[src/logic/ctl_pkg.sv]
// shared constants for the control and debug register bank
package ctl_pkg;
  // register indices on the plain register port
  localparam int IDX_W = 3;
  localparam logic [2:0] IDX_MODE = 3'h0;
  localparam logic [2:0] IDX_PBASE = 3'h1;
  localparam logic [2:0] IDX_EXT = 3'h2;
  localparam logic [2:0] IDX_ALIAS_A = 3'h4;
  localparam logic [2:0] IDX_ALIAS_B = 3'h5;
  localparam logic [2:0] IDX_DSTAT = 3'h6;
  localparam logic [2:0] IDX_DCTL = 3'h7;
  localparam logic [2:0] IDX_NONE = 3'h3;
  // extension control fields
  localparam int EXT_VME = 0;
  localparam int EXT_PVI = 1;
  localparam int EXT_TSD = 2;
  localparam int EXT_DE = 3;
  localparam int EXT_PSE = 4;
  localparam int EXT_PAE = 5;
  localparam int EXT_MCE = 6;
  localparam int EXT_PGE = 7;
  localparam int EXT_PCE = 8;
  localparam int EXT_FXSR = 9;
  localparam int EXT_XMM = 10;
  localparam logic [31:0] EXT_KEEP = 32'h000007FF;
  // mode control fields
  localparam int MODE_NE = 5;
  localparam int MODE_WP = 16;
  localparam int MODE_AM = 18;
  localparam int MODE_NW = 29;
  localparam int MODE_CD = 30;
  localparam int MODE_PG = 31;
  // page base control fields
  localparam int PB_PWT = 3;
  localparam int PB_PCD = 4;
  // debug status and control layout
  localparam int BP_N = 4;
  localparam int DS_RSVD = 12;
  localparam logic [31:0] DS_KEEP = 32'hFFFFEFFF;
  localparam logic [31:0] DC_KEEP = 32'hFFFF27FF;
  localparam int DC_TYPE_LSB = 16;
  localparam int DC_TYPE_STRIDE = 4;
  localparam logic [1:0] BP_EXEC = 2'h0;
  localparam logic [1:0] BP_WRITE = 2'h1;
  localparam logic [1:0] BP_IO = 2'h2;
  localparam logic [1:0] BP_RW = 2'h3;
  // values after reset
  localparam logic [31:0] EXT_RST = 32'h00000000;
  localparam logic [31:0] MODE_RST = 32'h00000000;
  localparam logic [31:0] PB_RST = 32'h00000000;
  localparam logic [31:0] DS_RST = 32'h00000000;
  localparam logic [31:0] DC_RST = 32'h00000000;
  // physical address widths
  localparam int PA_NARROW = 32;
  localparam int PA_WIDE = 36;
  localparam int PA_EXTRA = PA_WIDE - PA_NARROW;
  // privilege and descriptor checks
  localparam logic [1:0] CPL_TOP = 2'h0;
  localparam logic [7:0] AR_BAD_A = 8'h80;
  localparam logic [7:0] AR_BAD_B = 8'h00;
  localparam int AR_ACC = 0;
endpackage

[src/logic/bp_type_decode.sv]
// breakpoint type field decoder, one set of flags per breakpoint
`timescale 1ns/1ns
module bp_type_decode #(
  parameter int NUM_BP = ctl_pkg::BP_N
) (
  input wire logic [31:0] dctl,
  input wire logic de,
  output logic [NUM_BP-1:0] exec,
  output logic [NUM_BP-1:0] wr,
  output logic [NUM_BP-1:0] io,
  output logic [NUM_BP-1:0] rw
);
  import ctl_pkg::*;

  generate
    for (genvar i = 0; i < NUM_BP; i++) begin : g_bp
      logic [1:0] t;
      assign t = dctl[DC_TYPE_LSB + DC_TYPE_STRIDE * i +: 2];
      assign exec[i] = (t == BP_EXEC);
      assign wr[i] = (t == BP_WRITE);
      // io type left off while extensions are clear
      assign io[i] = (t == BP_IO) && de;
      assign rw[i] = (t == BP_RW);
    end
  endgenerate
endmodule

[src/logic/ctl_regs.sv]
// control and debug register bank with flag decode
//
// Function
// - bit 10 of extension control: os handles simd faults
// - bit 9 of extension control: os saves extended state
// - bit 5 set gives 36-bit physical addresses while paging, else 32
// - wide mode opens 4 extra address lines, only while paging
// - bit 7 keeps global tlb entries on task switch or base write
// - bit 8 lets counter reads run at any privilege
// - hardware reset clears extension control to zero
// - timestamp restriction allows timestamp reads at level 0 only
// - two flags enable virtual interrupt flag in v86 and protected
// - debug extensions on: alias index access faults invalid opcode
// - debug extensions off: alias indices reach status and control
// - bit 4 gives 4 MByte pages, or 2 MByte in wide mode
// - machine check raised only while its enable is set
// - numeric error flag selects native float error report
// - write protect blocks supervisor writes to read-only user pages
// - alignment check needs both mask flag and check flag
// - cache on while cache-off clear, off while set
// - no-write-through set stops invalidations and hit write-throughs
// - paging on: page flags drive pins in unpaged cycles
// - debug status bit 12 ignores writes, never reads set
// - breakpoint type 00 is execute, 01 is data write
// - type io breaks on io only with extensions set
// - debug control bits 11, 12, 14, 15 read zero
// - locked accessed-bit update only when bit still clear
// - access rights 80 and 00 are invalid
//
// Implementation choices: the strobed register port and the address map.
`timescale 1ns/1ns
module ctl_regs #(
  parameter int NUM_BP = ctl_pkg::BP_N
) (
  input wire logic clock,
  input wire logic sys_rst,
  input wire logic [ctl_pkg::IDX_W-1:0] reg_addr,
  input wire logic [31:0] reg_wdata,
  input wire logic reg_wr,
  input wire logic reg_rd,
  output logic [31:0] reg_rdata,
  input wire logic [1:0] cpl,
  input wire logic ts_read_req,
  input wire logic pmc_read_req,
  input wire logic task_switch,
  input wire logic hw_error,
  input wire logic fpu_error,
  input wire logic misaligned,
  input wire logic align_check,
  input wire logic sup_wr_ro_user,
  input wire logic unpaged_cycle,
  input wire logic desc_load,
  input wire logic [7:0] desc_ar,
  input wire logic [NUM_BP-1:0] bp_hit,
  output logic invalid_opcode_fault,
  output logic ts_read_ok,
  output logic ts_read_fault,
  output logic pmc_read_ok,
  output logic pmc_read_fault,
  output logic tlb_flush_all,
  output logic tlb_flush_nonglobal,
  output logic mach_check_exc,
  output logic fpu_err_native,
  output logic fpu_err_legacy,
  output logic align_fault,
  output logic wp_fault,
  output logic cache_en,
  output logic inval_cycle_en,
  output logic writethru_hit_en,
  output logic page_cache_off_pin,
  output logic page_writethru_pin,
  output logic phys_addr_36,
  output logic [ctl_pkg::PA_EXTRA-1:0] addr_hi_en,
  output logic large_4m_en,
  output logic large_2m_en,
  output logic v86_vif_en,
  output logic prot_vif_en,
  output logic os_simd_fault_support,
  output logic os_state_save_support,
  output logic [NUM_BP-1:0] bp_exec,
  output logic [NUM_BP-1:0] bp_write,
  output logic [NUM_BP-1:0] bp_io,
  output logic [NUM_BP-1:0] bp_rw,
  output logic desc_invalid,
  output logic desc_busy,
  output logic locked_rd,
  output logic locked_wr
);
  import ctl_pkg::*;

  typedef enum logic [1:0] {
    D_IDLE,
    D_RD,
    D_WR
  } desc_state_e;

  logic [31:0] mode_q;
  logic [31:0] pbase_q;
  logic [31:0] ext_q;
  logic [31:0] dstat_q;
  logic [31:0] dstat_d;
  logic [31:0] dctl_q;
  logic [31:0] rd_val;
  logic [2:0] widx;
  logic alias_hit;
  logic paging;
  logic pbase_wr;
  logic desc_start;
  logic desc_bad;
  logic [NUM_BP-1:0] dec_exec;
  logic [NUM_BP-1:0] dec_wr;
  logic [NUM_BP-1:0] dec_io;
  logic [NUM_BP-1:0] dec_rw;
  desc_state_e dstate_q;
  desc_state_e dstate_d;

  function automatic logic is_alias(input logic [2:0] a);
    return (a == IDX_ALIAS_A) || (a == IDX_ALIAS_B);
  endfunction

  // alias indices fold onto status and control unless blocked
  function automatic logic [2:0] map_idx(input logic [2:0] a,
                                         input logic de);
    logic [2:0] r;
    r = a;
    if (is_alias(a)) begin
      if (de) begin
        r = IDX_NONE;
      end else if (a == IDX_ALIAS_A) begin
        r = IDX_DSTAT;
      end else begin
        r = IDX_DCTL;
      end
    end
    return r;
  endfunction

  assign widx = map_idx(reg_addr, ext_q[EXT_DE]);
  assign alias_hit = (reg_wr || reg_rd) && is_alias(reg_addr)
                     && ext_q[EXT_DE];
  assign paging = mode_q[MODE_PG];
  assign pbase_wr = reg_wr && (widx == IDX_PBASE);

  // register storage
  always_ff @(posedge clock) begin
    if (sys_rst) begin
      ext_q <= EXT_RST;
    end else if (reg_wr && widx == IDX_EXT) begin
      ext_q <= reg_wdata & EXT_KEEP;
    end
  end

  always_ff @(posedge clock) begin
    if (sys_rst) begin
      mode_q <= MODE_RST;
    end else if (reg_wr && widx == IDX_MODE) begin
      mode_q <= reg_wdata;
    end
  end

  always_ff @(posedge clock) begin
    if (sys_rst) begin
      pbase_q <= PB_RST;
    end else if (pbase_wr) begin
      pbase_q <= reg_wdata;
    end
  end

  // hit bits set by hardware win over a software write
  always_comb begin
    dstat_d = dstat_q;
    if (reg_wr && widx == IDX_DSTAT) begin
      dstat_d = reg_wdata & DS_KEEP;
    end
    dstat_d[NUM_BP-1:0] = dstat_d[NUM_BP-1:0] | bp_hit;
  end

  always_ff @(posedge clock) begin
    if (sys_rst) begin
      dstat_q <= DS_RST;
    end else begin
      dstat_q <= dstat_d;
    end
  end

  always_ff @(posedge clock) begin
    if (sys_rst) begin
      dctl_q <= DC_RST;
    end else if (reg_wr && widx == IDX_DCTL) begin
      dctl_q <= reg_wdata & DC_KEEP;
    end
  end

  // read data, valid only in the cycle after the strobe
  always_comb begin
    case (widx)
      IDX_MODE: rd_val = mode_q;
      IDX_PBASE: rd_val = pbase_q;
      IDX_EXT: rd_val = ext_q;
      IDX_DSTAT: rd_val = dstat_q;
      IDX_DCTL: rd_val = dctl_q;
      default: rd_val = 32'h00000000;
    endcase
  end

  always_ff @(posedge clock) begin
    if (sys_rst) begin
      reg_rdata <= 32'h00000000;
    end else if (reg_rd) begin
      reg_rdata <= rd_val;
    end else begin
      reg_rdata <= 32'h00000000;
    end
  end

  always_ff @(posedge clock) begin
    if (sys_rst) begin
      invalid_opcode_fault <= 1'b0;
    end else begin
      invalid_opcode_fault <= alias_hit;
    end
  end

  // privileged instruction gates
  always_ff @(posedge clock) begin
    if (sys_rst) begin
      ts_read_ok <= 1'b0;
      ts_read_fault <= 1'b0;
    end else begin
      ts_read_ok <= ts_read_req &&
        (!ext_q[EXT_TSD] || cpl == CPL_TOP);
      ts_read_fault <= ts_read_req &&
        ext_q[EXT_TSD] && cpl != CPL_TOP;
    end
  end

  always_ff @(posedge clock) begin
    if (sys_rst) begin
      pmc_read_ok <= 1'b0;
      pmc_read_fault <= 1'b0;
    end else begin
      pmc_read_ok <= pmc_read_req &&
        (ext_q[EXT_PCE] || cpl == CPL_TOP);
      pmc_read_fault <= pmc_read_req &&
        !ext_q[EXT_PCE] && cpl != CPL_TOP;
    end
  end

  // tlb flush requests on task switch or page base write
  always_ff @(posedge clock) begin
    if (sys_rst) begin
      tlb_flush_all <= 1'b0;
      tlb_flush_nonglobal <= 1'b0;
    end else begin
      tlb_flush_all <= (task_switch || pbase_wr) &&
        !ext_q[EXT_PGE];
      tlb_flush_nonglobal <= (task_switch || pbase_wr) &&
        ext_q[EXT_PGE];
    end
  end

  // exception qualifiers
  always_ff @(posedge clock) begin
    if (sys_rst) begin
      mach_check_exc <= 1'b0;
      fpu_err_native <= 1'b0;
      fpu_err_legacy <= 1'b0;
      align_fault <= 1'b0;
      wp_fault <= 1'b0;
    end else begin
      mach_check_exc <= hw_error && ext_q[EXT_MCE];
      fpu_err_native <= fpu_error && mode_q[MODE_NE];
      fpu_err_legacy <= fpu_error && !mode_q[MODE_NE];
      align_fault <= misaligned && align_check &&
        mode_q[MODE_AM];
      wp_fault <= sup_wr_ro_user && mode_q[MODE_WP];
    end
  end

  // cache policy levels
  always_ff @(posedge clock) begin
    if (sys_rst) begin
      cache_en <= 1'b0;
      inval_cycle_en <= 1'b0;
      writethru_hit_en <= 1'b0;
    end else begin
      cache_en <= !mode_q[MODE_CD];
      inval_cycle_en <= !mode_q[MODE_NW];
      writethru_hit_en <= !mode_q[MODE_NW];
    end
  end

  // page attribute pins for the external cache
  always_ff @(posedge clock) begin
    if (sys_rst) begin
      page_cache_off_pin <= 1'b0;
      page_writethru_pin <= 1'b0;
    end else begin
      page_cache_off_pin <= paging && unpaged_cycle &&
        pbase_q[PB_PCD];
      page_writethru_pin <= paging && unpaged_cycle &&
        pbase_q[PB_PWT];
    end
  end

  // paging mode decode
  always_ff @(posedge clock) begin
    if (sys_rst) begin
      phys_addr_36 <= 1'b0;
      addr_hi_en <= '0;
      large_4m_en <= 1'b0;
      large_2m_en <= 1'b0;
    end else begin
      phys_addr_36 <= paging && ext_q[EXT_PAE];
      addr_hi_en <= {PA_EXTRA{paging && ext_q[EXT_PAE]}};
      large_4m_en <= paging && ext_q[EXT_PSE] &&
        !ext_q[EXT_PAE];
      large_2m_en <= paging && ext_q[EXT_PSE] &&
        ext_q[EXT_PAE];
    end
  end

  always_ff @(posedge clock) begin
    if (sys_rst) begin
      v86_vif_en <= 1'b0;
      prot_vif_en <= 1'b0;
      os_simd_fault_support <= 1'b0;
      os_state_save_support <= 1'b0;
    end else begin
      v86_vif_en <= ext_q[EXT_VME];
      prot_vif_en <= ext_q[EXT_PVI];
      os_simd_fault_support <= ext_q[EXT_XMM];
      os_state_save_support <= ext_q[EXT_FXSR];
    end
  end

  bp_type_decode #(
    .NUM_BP(NUM_BP)
  ) u_bp_dec (
    .dctl(dctl_q),
    .de(ext_q[EXT_DE]),
    .exec(dec_exec),
    .wr(dec_wr),
    .io(dec_io),
    .rw(dec_rw)
  );

  always_ff @(posedge clock) begin
    if (sys_rst) begin
      bp_exec <= '0;
      bp_write <= '0;
      bp_io <= '0;
      bp_rw <= '0;
    end else begin
      bp_exec <= dec_exec;
      bp_write <= dec_wr;
      bp_io <= dec_io;
      bp_rw <= dec_rw;
    end
  end

  // descriptor load: check rights, then locked update if needed
  assign desc_bad = (desc_ar == AR_BAD_A) ||
                    (desc_ar == AR_BAD_B);
  assign desc_start = desc_load && dstate_q == D_IDLE;

  always_comb begin
    dstate_d = dstate_q;
    case (dstate_q)
      D_IDLE: begin
        if (desc_start && !desc_bad && !desc_ar[AR_ACC]) begin
          dstate_d = D_RD;
        end
      end
      D_RD: dstate_d = D_WR;
      D_WR: dstate_d = D_IDLE;
      default: dstate_d = D_IDLE;
    endcase
  end

  always_ff @(posedge clock) begin
    if (sys_rst) begin
      dstate_q <= D_IDLE;
    end else begin
      dstate_q <= dstate_d;
    end
  end

  always_ff @(posedge clock) begin
    if (sys_rst) begin
      desc_invalid <= 1'b0;
      desc_busy <= 1'b0;
      locked_rd <= 1'b0;
      locked_wr <= 1'b0;
    end else begin
      desc_invalid <= desc_start && desc_bad;
      desc_busy <= dstate_d != D_IDLE;
      locked_rd <= dstate_d == D_RD;
      locked_wr <= dstate_d == D_WR;
    end
  end
endmodule

[config.mk]
export PLATFORM = sky130hd
export DESIGN_NAME = ctl_regs
export DESIGN_NICKNAME = d
export VERILOG_FILES = /design/src/logic/ctl_pkg.sv /design/src/logic/bp_type_decode.sv /design/src/logic/ctl_regs.sv
export SDC_FILE = /design/constraint.sdc
export NUM_CORES = 1
export LEC_CHECK = 0
export BUFFER_PORTS_ARGS = -buffer_cell sky130_fd_sc_hd__buf_2
export CAP_MARGIN = 20
export CORE_UTILIZATION = 59
export DETAILED_ROUTE_END_ITERATION = 8
export PLACE_DENSITY = 0.91
export SLEW_MARGIN = 0
export SYNTH_ARGS = -nofsm -noshare
export SYNTH_HDL_FRONTEND = slang
export SYNTH_SLANG_ARGS = --single-unit
[constraint.sdc]
create_clock -name clock -period 3.6 [get_ports clock]
set_clock_uncertainty 0.2 [all_clocks]
set_input_delay 0.36 -clock clock [delete_from_list [all_inputs] [get_ports clock]]
set_output_delay 0.36 -clock clock [all_outputs]
set_load 0.01 [all_outputs]
==> qor.csv, run 1 <==
metric;value;unit
Place WS;1000;ps
placed cell area;9010;µm²
Yosys warnings;0;
global-route wire length before repair;38200;µm
Clock Latency Late Sink;500;ps
die area;14800;µm²
Worst VDD drop;0.000363;V
drt total wl;24000;µm
RR Startpoint;ext_q[3]$_SDFFE_PP0P_;
Starting Density;0.607;
Area Overhead vs Synth;21.3;%
DR vias/cell;6.27;
CTS tree;built;
Seq/Total Area, Yosys;0.497;
final cycle utilization of the critical path;0.640;
Initial DRT Pass Iterations;7;
Cell Pwr Density;499;nW/µm²
slowest cell on the critical path;dlygate4sd3_1;
r2r endpoint;dstat_q[31]$_SDFFE_PP0P_;
Power Total;5120;µW
top sig layer;met4;
ys flop type;dfxtp_1;
critical path class;in -> reg;
setup TNS;0;ps
area share of the largest cell type after synthesis;0.497;
Post-DRT Antenna Nets;0;
minimum clock period;2300;ps
setup ws final;1300;ps
worst-path cell chain;dlygate4sd3_1 -> buf_2 -> nor2_1 -> dlygate4sd3_1 -> nand3_1 -> dlygate4sd3_1 -> nor2_1;
Hold Startpoint;bp_hit[3];
leakage;0.00397;µW
Worst Setup SP;desc_ar[3];
Post-Syn Instances;935;
DR WL met2;11400;µm
Die W;122;µm
Synth area leaders;dfxtp_1 (50%), a21oi_1 (8.5%), mux2_2 (7.9%);
GR Util All Layers;0.324;
Design Area, Final;10300;µm²
register area;4200;µm²
FF+latch count, synth;210;
Startpoint Class;input pin;
worst-path fanout max;3;
# IOs;143;
# hold bufs at CTS;47;
total core area;13900;µm²
Hold Path End;dstat_q[3]$_SDFF_PP0_;
endpoints failing setup;0;
hold path depth;3;
Most common cell on crit path;dlygate4sd3_1;
max-slew headroom at the worst pin;0.290;
# H-tree levels;1;
CTS buffer count;22;
DP HPWL;13200;µm
critical path required time;3830;ps
ys async rst share;0;
n_diodes;0;
total grt overflow;0;
Post-Syn Area;8460;µm²
status;complete, no violations;
R2R setup slack;1360;ps
Post-synth EDFFs;0;
Avg Cell Area, Syn;9.04;µm²
I/O Buffers;141;
vias in the first global route;7679;
max-cap violation count;0;
Slew @ Worst Pin;1060;ps
f_max;434;MHz
Crit. End Element;flip-flop;
Rows;43;
Post-layout nets;1124;
CTS Sinks;210;
Fin. Hold Viols;0;
post-synth top area cell;dfxtp_1;
layout cells sized above 1;0.245;
Clock Path Buffers;3;
routability cong.;0.829;
RSZ-0062 raised after global routing;no;
CP Buf/Inv Count;4;
distinct cell type count after synthesis;40;
via count;7887;
Worst-path clk slew;60;ps
post-CTS setup buffers;0;
Slew Limit Fails;0;
cell family with the largest share of critical-path delay;buffers and inverters;
multi-input logic area;3760;µm²
largest net degree at the start of global routing;78;
wire length on met3;2340;µm
WL/cell;19.1;µm
initial antenna violation count;0;
reg2reg path depth;4;
Die Y;122;µm
syn nets;998;
worst hold-check path type;in -> reg;
post-route DRC violation count;0;
Post-CTS Resized;0;
met1 WL;9220;µm
worst stage delay on the critical path;600;ps
clk root buf;clkbuf_16;
CP arrival;2530;ps
initial drt markers;959;
FILL cells;920;
-- Yosys cell counts (2+ instances only) --
cell type	count
dfxtp_1	210
nand2_1	168
a21oi_1	144
mux2_2	59
nand4_1	55
o31ai_1	55
buf_2	46
clkbuf_1	40
nor2_1	40
a32oi_1	27
nor3b_1	11
buf_4	9
nor2b_1	8
nor3_1	7
buf_6	5
nand2b_1	5
a211oi_1	4
a311oi_1	4
and3b_1	4
and4b_1	4
nand4b_1	4
and2_1	2
and4bb_2	2
buf_1	2
nand3_1	2
nand3b_1	2
nand4bb_1	2
nor4_1	2
-- cells by family (layout without fill, tap and decap cells) --
group | after synthesis | after routing | share of synthesized area
and+or+nand+nor | 324 | 324 | 0.189
AOI/OAI and AO/OA | 238 | 238 | 0.173
DFF | 210 | 210 | 0.497
buffers and inverters | 103 | 245 | 0.0610
muxes | 60 | 60 | 0.0797
-- cells in the final DEF, fill, tap and decap left out, types with 23 or more instances in the layout --
master and instances:
a21oi_1 144, nor2_1 39, a32oi_1 27, clkbuf_16 23, dlygate4sd3_1 47, mux2_2 59
nand2_1 168, dfxtp_1 210, nand4_1 55, buf_2 139, o31ai_1 55
-- where the power goes --
part,internal (µW),total [µW],switching (µW)
registers,2380,2410,32.1
clock network,1390,2300,911
logic,157,408,251
total,3930,5120,1190
-- layout make-up --
class	instances	share of cell area
multi-input combinational	622	0.366
timing repair buffer	204	0.129
clock buffer	29	0.0622
clock inverter	11	0.0105
tap	180	0.0220
inverter	1	0.000366
sequential	210	0.410
-- worst min-delay path, cell delays in order --
cell and delay [ps]:
buf_2 120, nor2_1 110, a211oi_1 80
-- through the flow --
stage | std cells | util | hold WS [ps]
2_1_floorplan | 935 | - | 211
3_3_place_gp | 1169 | 0.647 | 235
3_5_place_dp | 1169 | 0.647 | 240
4_1_cts | 1256 | 0.734 | 28.2
5_1_grt | 1257 | 0.736 | 53.9
6_report | 1257 | 0.736 | 35.9
-- how the worst max path moves through the flow --
| stage | cells past startpoint | to |
|---|---|---|
| 2_1_floorplan | 6 | reg_rdata[16]$_SDFF_PP0_ |
| 3_3_place_gp | 4 | pbase_q[8]$_SDFFE_PP0P_ |
| 3_5_place_dp | 4 | pbase_q[25]$_SDFFE_PP0P_ |
| 4_1_cts | 7 | desc_invalid$_SDFF_PP0_ |
| 5_1_grt | 7 | desc_invalid$_SDFF_PP0_ |
| 6_report | 7 | desc_invalid$_SDFF_PP0_ |
-- metal layers --
layer / track usage / vias up
met3: 0.0613 / 92
li1: - / 3601
met5: 0 / -
met2: 0.533 / 526
met1: 0.405 / 3668
met4: 0.162 / 0
-- flip-flops by register name, indices dropped and copies added, names as in the netlist, 2 cells and up --
name,flops
mode_q,32
pbase_q,32
reg_rdata,32
dstat_q,31
dctl_q,28
ext_q,11
bp_exec,4
bp_io,4
bp_rw,4
bp_write,4
dstate_q,2
Note: power is estimated with default switching activity, not from simulation.
==> run 2, diff against run 1 <==
Settings changed: ABC_AREA set to 1, CORE_UTILIZATION 59 to 55, PLACE_DENSITY 0.91 to 0.87.
Clock period 3.6 ns to 2.3 ns, I/O delays scaled along.
==> qor.csv, run 2 <==
metric;value;unit;change
FF+latch count, synth;210;;unchanged
via count;7897;;was 7887
endpoints failing setup;0;;unchanged
status;complete, no violations;;unchanged
Clock Path Buffers;3;;unchanged
DP HPWL;13000;µm;was 13200 µm
Yosys warnings;0;;unchanged
Startpoint Class;input pin;;unchanged
Post-Syn Instances;1049;;was 935
minimum clock period;2230;ps;
Compound-Gate Fraction of Synth Area;0.118;;was 0.173
ys flop type;dfxtp_1;;unchanged
post-synthesis adder-cell area fraction;0;;unchanged
worst hold-check path type;in -> reg;;unchanged
vias in the first global route;7472;;was 7679
CTS Sinks;210;;unchanged
slowest cell on the critical path;dlygate4sd3_1;;unchanged
Starting Density;0.567;;was 0.607
GR Util All Layers;0.301;;was 0.324
Fin. Hold Viols;0;;unchanged
Rows;43;;unchanged
Die W;122;µm;about the same
most frequent cells in the layout;nand2_1 (278), dfxtp_1 (210), buf_2 (140);;was dfxtp_1 (210), nand2_1 (168), a21oi_1 (144)
Avg Cell Area, Syn;7.53;µm²;was 9.04 µm²
max-cap violation count;0;;unchanged
leakage;0.00435;µW;was 0.00397 µW
initial antenna violation count;0;;unchanged
hold path depth;3;;unchanged
RSZ-0062 raised after global routing;no;;unchanged
Most common cell on crit path;dlygate4sd3_1;;unchanged
Post-layout nets;1297;;was 1124
CTS buffer count;22;;unchanged
ys async rst share;0;;unchanged
Clock Latency Late Sink;510;ps;was 500 ps
Seq/Total Area, Yosys;0.532;;was 0.497
Post-synth EDFFs;0;;unchanged
Post-Syn Area;7900;µm²;was 8460 µm²
Initial DRT Pass Iterations;7;;unchanged
final cycle utilization of the critical path;0.969;;
Worst Setup SP;desc_ar[0];;was desc_ar[3]
Final Core Density;0.729;;was 0.736
critical path class;in -> reg;;unchanged
most common cell in the synthesized netlist;nand2_1;;was dfxtp_1
f_max;448;MHz;
total core area;13900;µm²;unchanged
die area;14800;µm²;about the same
Die Y;122;µm;about the same
worst stage delay on the critical path;600;ps;about the same
Worst VDD drop;0.000537;V;was 0.000363 V
syn nets;1112;;was 998
total grt overflow;0;;unchanged
clk root buf;clkbuf_16;;unchanged
Synth top cells by count;nand2_1 (280), dfxtp_1 (210), a21oi_1 (132);;was dfxtp_1 (210), nand2_1 (168), a21oi_1 (144)
max-slew headroom at the worst pin;0.509;;was 0.290
post-synth top area cell;dfxtp_1;;unchanged
Power Total;8110;µW;was 5120 µW
R2R setup slack;390;ps;was 1360 ps
routability cong.;0.816;;was 0.829
post-synthesis mux area share;0;;was 0.0797
biggest regs;mode_q (32), pbase_q (32), reg_rdata (32);;unchanged
RR Startpoint;mode_q[18]$_SDFFE_PP0P_;;was ext_q[3]$_SDFFE_PP0P_
I/O Buffers;141;;unchanged
Hold Startpoint;reg_wr;;was bp_hit[3]
initial drt markers;1002;;was 959
post-route DRC violation count;0;;unchanged
Area Overhead vs Synth;28.6;%;was 21.3%
Worst-path clk slew;60;ps;about the same
# H-tree levels;1;;unchanged
Post-DRT Antenna Nets;0;;unchanged
Hold Path End;mode_q[1]$_SDFFE_PP0P_;;was dstat_q[3]$_SDFF_PP0_
layout cells sized above 1;0.177;;was 0.245
Finished Layout Cells;1429;;was 1257
critical path required time;2500;ps;was 3830 ps
Synth Area in XOR/XNOR;0;;unchanged
distinct cell type count after synthesis;22;;was 40
largest net degree at the start of global routing;67;;was 78
placed cells;1328;;was 1169
drt total wl;22300;µm;was 24000 µm
worst-path cell chain;dlygate4sd3_1 -> buf_2 -> nor3_1 -> dlygate4sd3_1 -> nand2_1 -> dlygate4sd3_1 -> nand2_2 -> nand2_1;;was dlygate4sd3_1 -> buf_2 -> nor2_1 -> dlygate4sd3_1 -> nand3_1 -> dlygate4sd3_1 -> nor2_1
Synth area leaders;dfxtp_1 (53%), nand2_1 (13%), a21oi_1 (8.4%);;was dfxtp_1 (50%), a21oi_1 (8.5%), mux2_2 (7.9%)
most common cell after layout, fill and taps aside;nand2_1;;was dfxtp_1
CTS tree;built;;unchanged
setup TNS;0;ps;unchanged
reg2reg path depth;4;;unchanged
main combinational cell family by area after synthesis;simple AND/OR/NAND/NOR gates;;unchanged
Slew @ Worst Pin;734;ps;was 1060 ps
setup ws final;70.2;ps;was 1300 ps
Crit. End Element;flip-flop;;unchanged
WL/cell;15.6;µm;was 19.1 µm
Slew Limit Fails;0;;unchanged
Place WS;318;ps;was 1000 ps
Simple-Gate Fraction of Synth Area;0.261;;was 0.189
DR vias/cell;5.53;;was 6.27
area share of the largest cell type after synthesis;0.532;;was 0.497
CP arrival;2430;ps;was 2530 ps
n_diodes;0;;unchanged
r2r endpoint;align_fault$_SDFF_PP0_;;was dstat_q[31]$_SDFFE_PP0P_
global-route wire length before repair;35300;µm;was 38200 µm
worst-path fanout max;3;;unchanged
# IOs;143;;unchanged
Cell Pwr Density;798;nW/µm²;was 499 nW/µm²
post-CTS setup buffers;0;;unchanged
-- run 2: metrics by stage --
step | hold slack (ps) | area [µm²]
6_report | 60.7 | 10200
5_1_grt | 77.6 | 10200
3_3_place_gp | 231 | 8770
3_5_place_dp | 239 | 8770
4_1_cts | 39.7 | 10200
2_1_floorplan | 151 | 7900
-- run 2: how the worst max path moves through the flow --
stage,to,slack [ps],cells after the start
2_1_floorplan,align_fault$_SDFF_PP0_,860,4
5_1_grt,locked_rd$_SDFF_PP0_,7,8
6_report,desc_busy$_SDFF_PP0_,70,8
3_3_place_gp,ext_q[7]$_SDFFE_PP0P_,440,4
4_1_cts,desc_busy$_SDFF_PP0_,120,8
3_5_place_dp,ext_q[5]$_SDFFE_PP0P_,320,4
-- run 2: cells by family (layout without fill, tap and decap cells) --
logic type	after synthesis	in the layout
AND/OR/NAND/NOR	487	487
buffers and inverters	166	366
flip-flops	210	210
AO/OA/AOI/OAI	186	186
-- run 2: metal layers --
layer / track usage / part of all wire / vias up
li1: - / - / 3739
met1: 0.366 / 0.39 / 3595
met2: 0.499 / 0.46 / 468
met3: 0.0623 / 0.10 / 95
met4: 0.157 / 0.043 / 0
met5: 0 / 0 / -
-- run 2: critical path, delay by kind of cell --
family / cells / cell delay [ps]
and+or+nand+nor: 4 / 360
buffers and inverters: 4 / 1830
-- run 2: area by class of cell --
type                            instances  area, µm²
Multi-Input combinational cell        673       3020
Clock buffer                           33        683
Inverter                               93        349
Clock inverter                          6       80.1
Timing Repair Buffer                  234       1600
Fill cell                             995       3780
Sequential cell                       210       4200
Tap cell                              180        225
-- run 2: power breakdown --
part	total, µW	switching, µW	internal, µW
clock	3690	1420	2270
sequential	3780	48.5	3740
combinational	634	393	241
total	8110	1860	6240
-- run 2: what timing repair did --
item | 4_1_cts | 5_1_grt
hold buffers | 62 | 0
endpoints found under the setup margin | 0 | 3
gates resized for setup | 0 | 1
endpoints found under the hold margin | 152 | 0
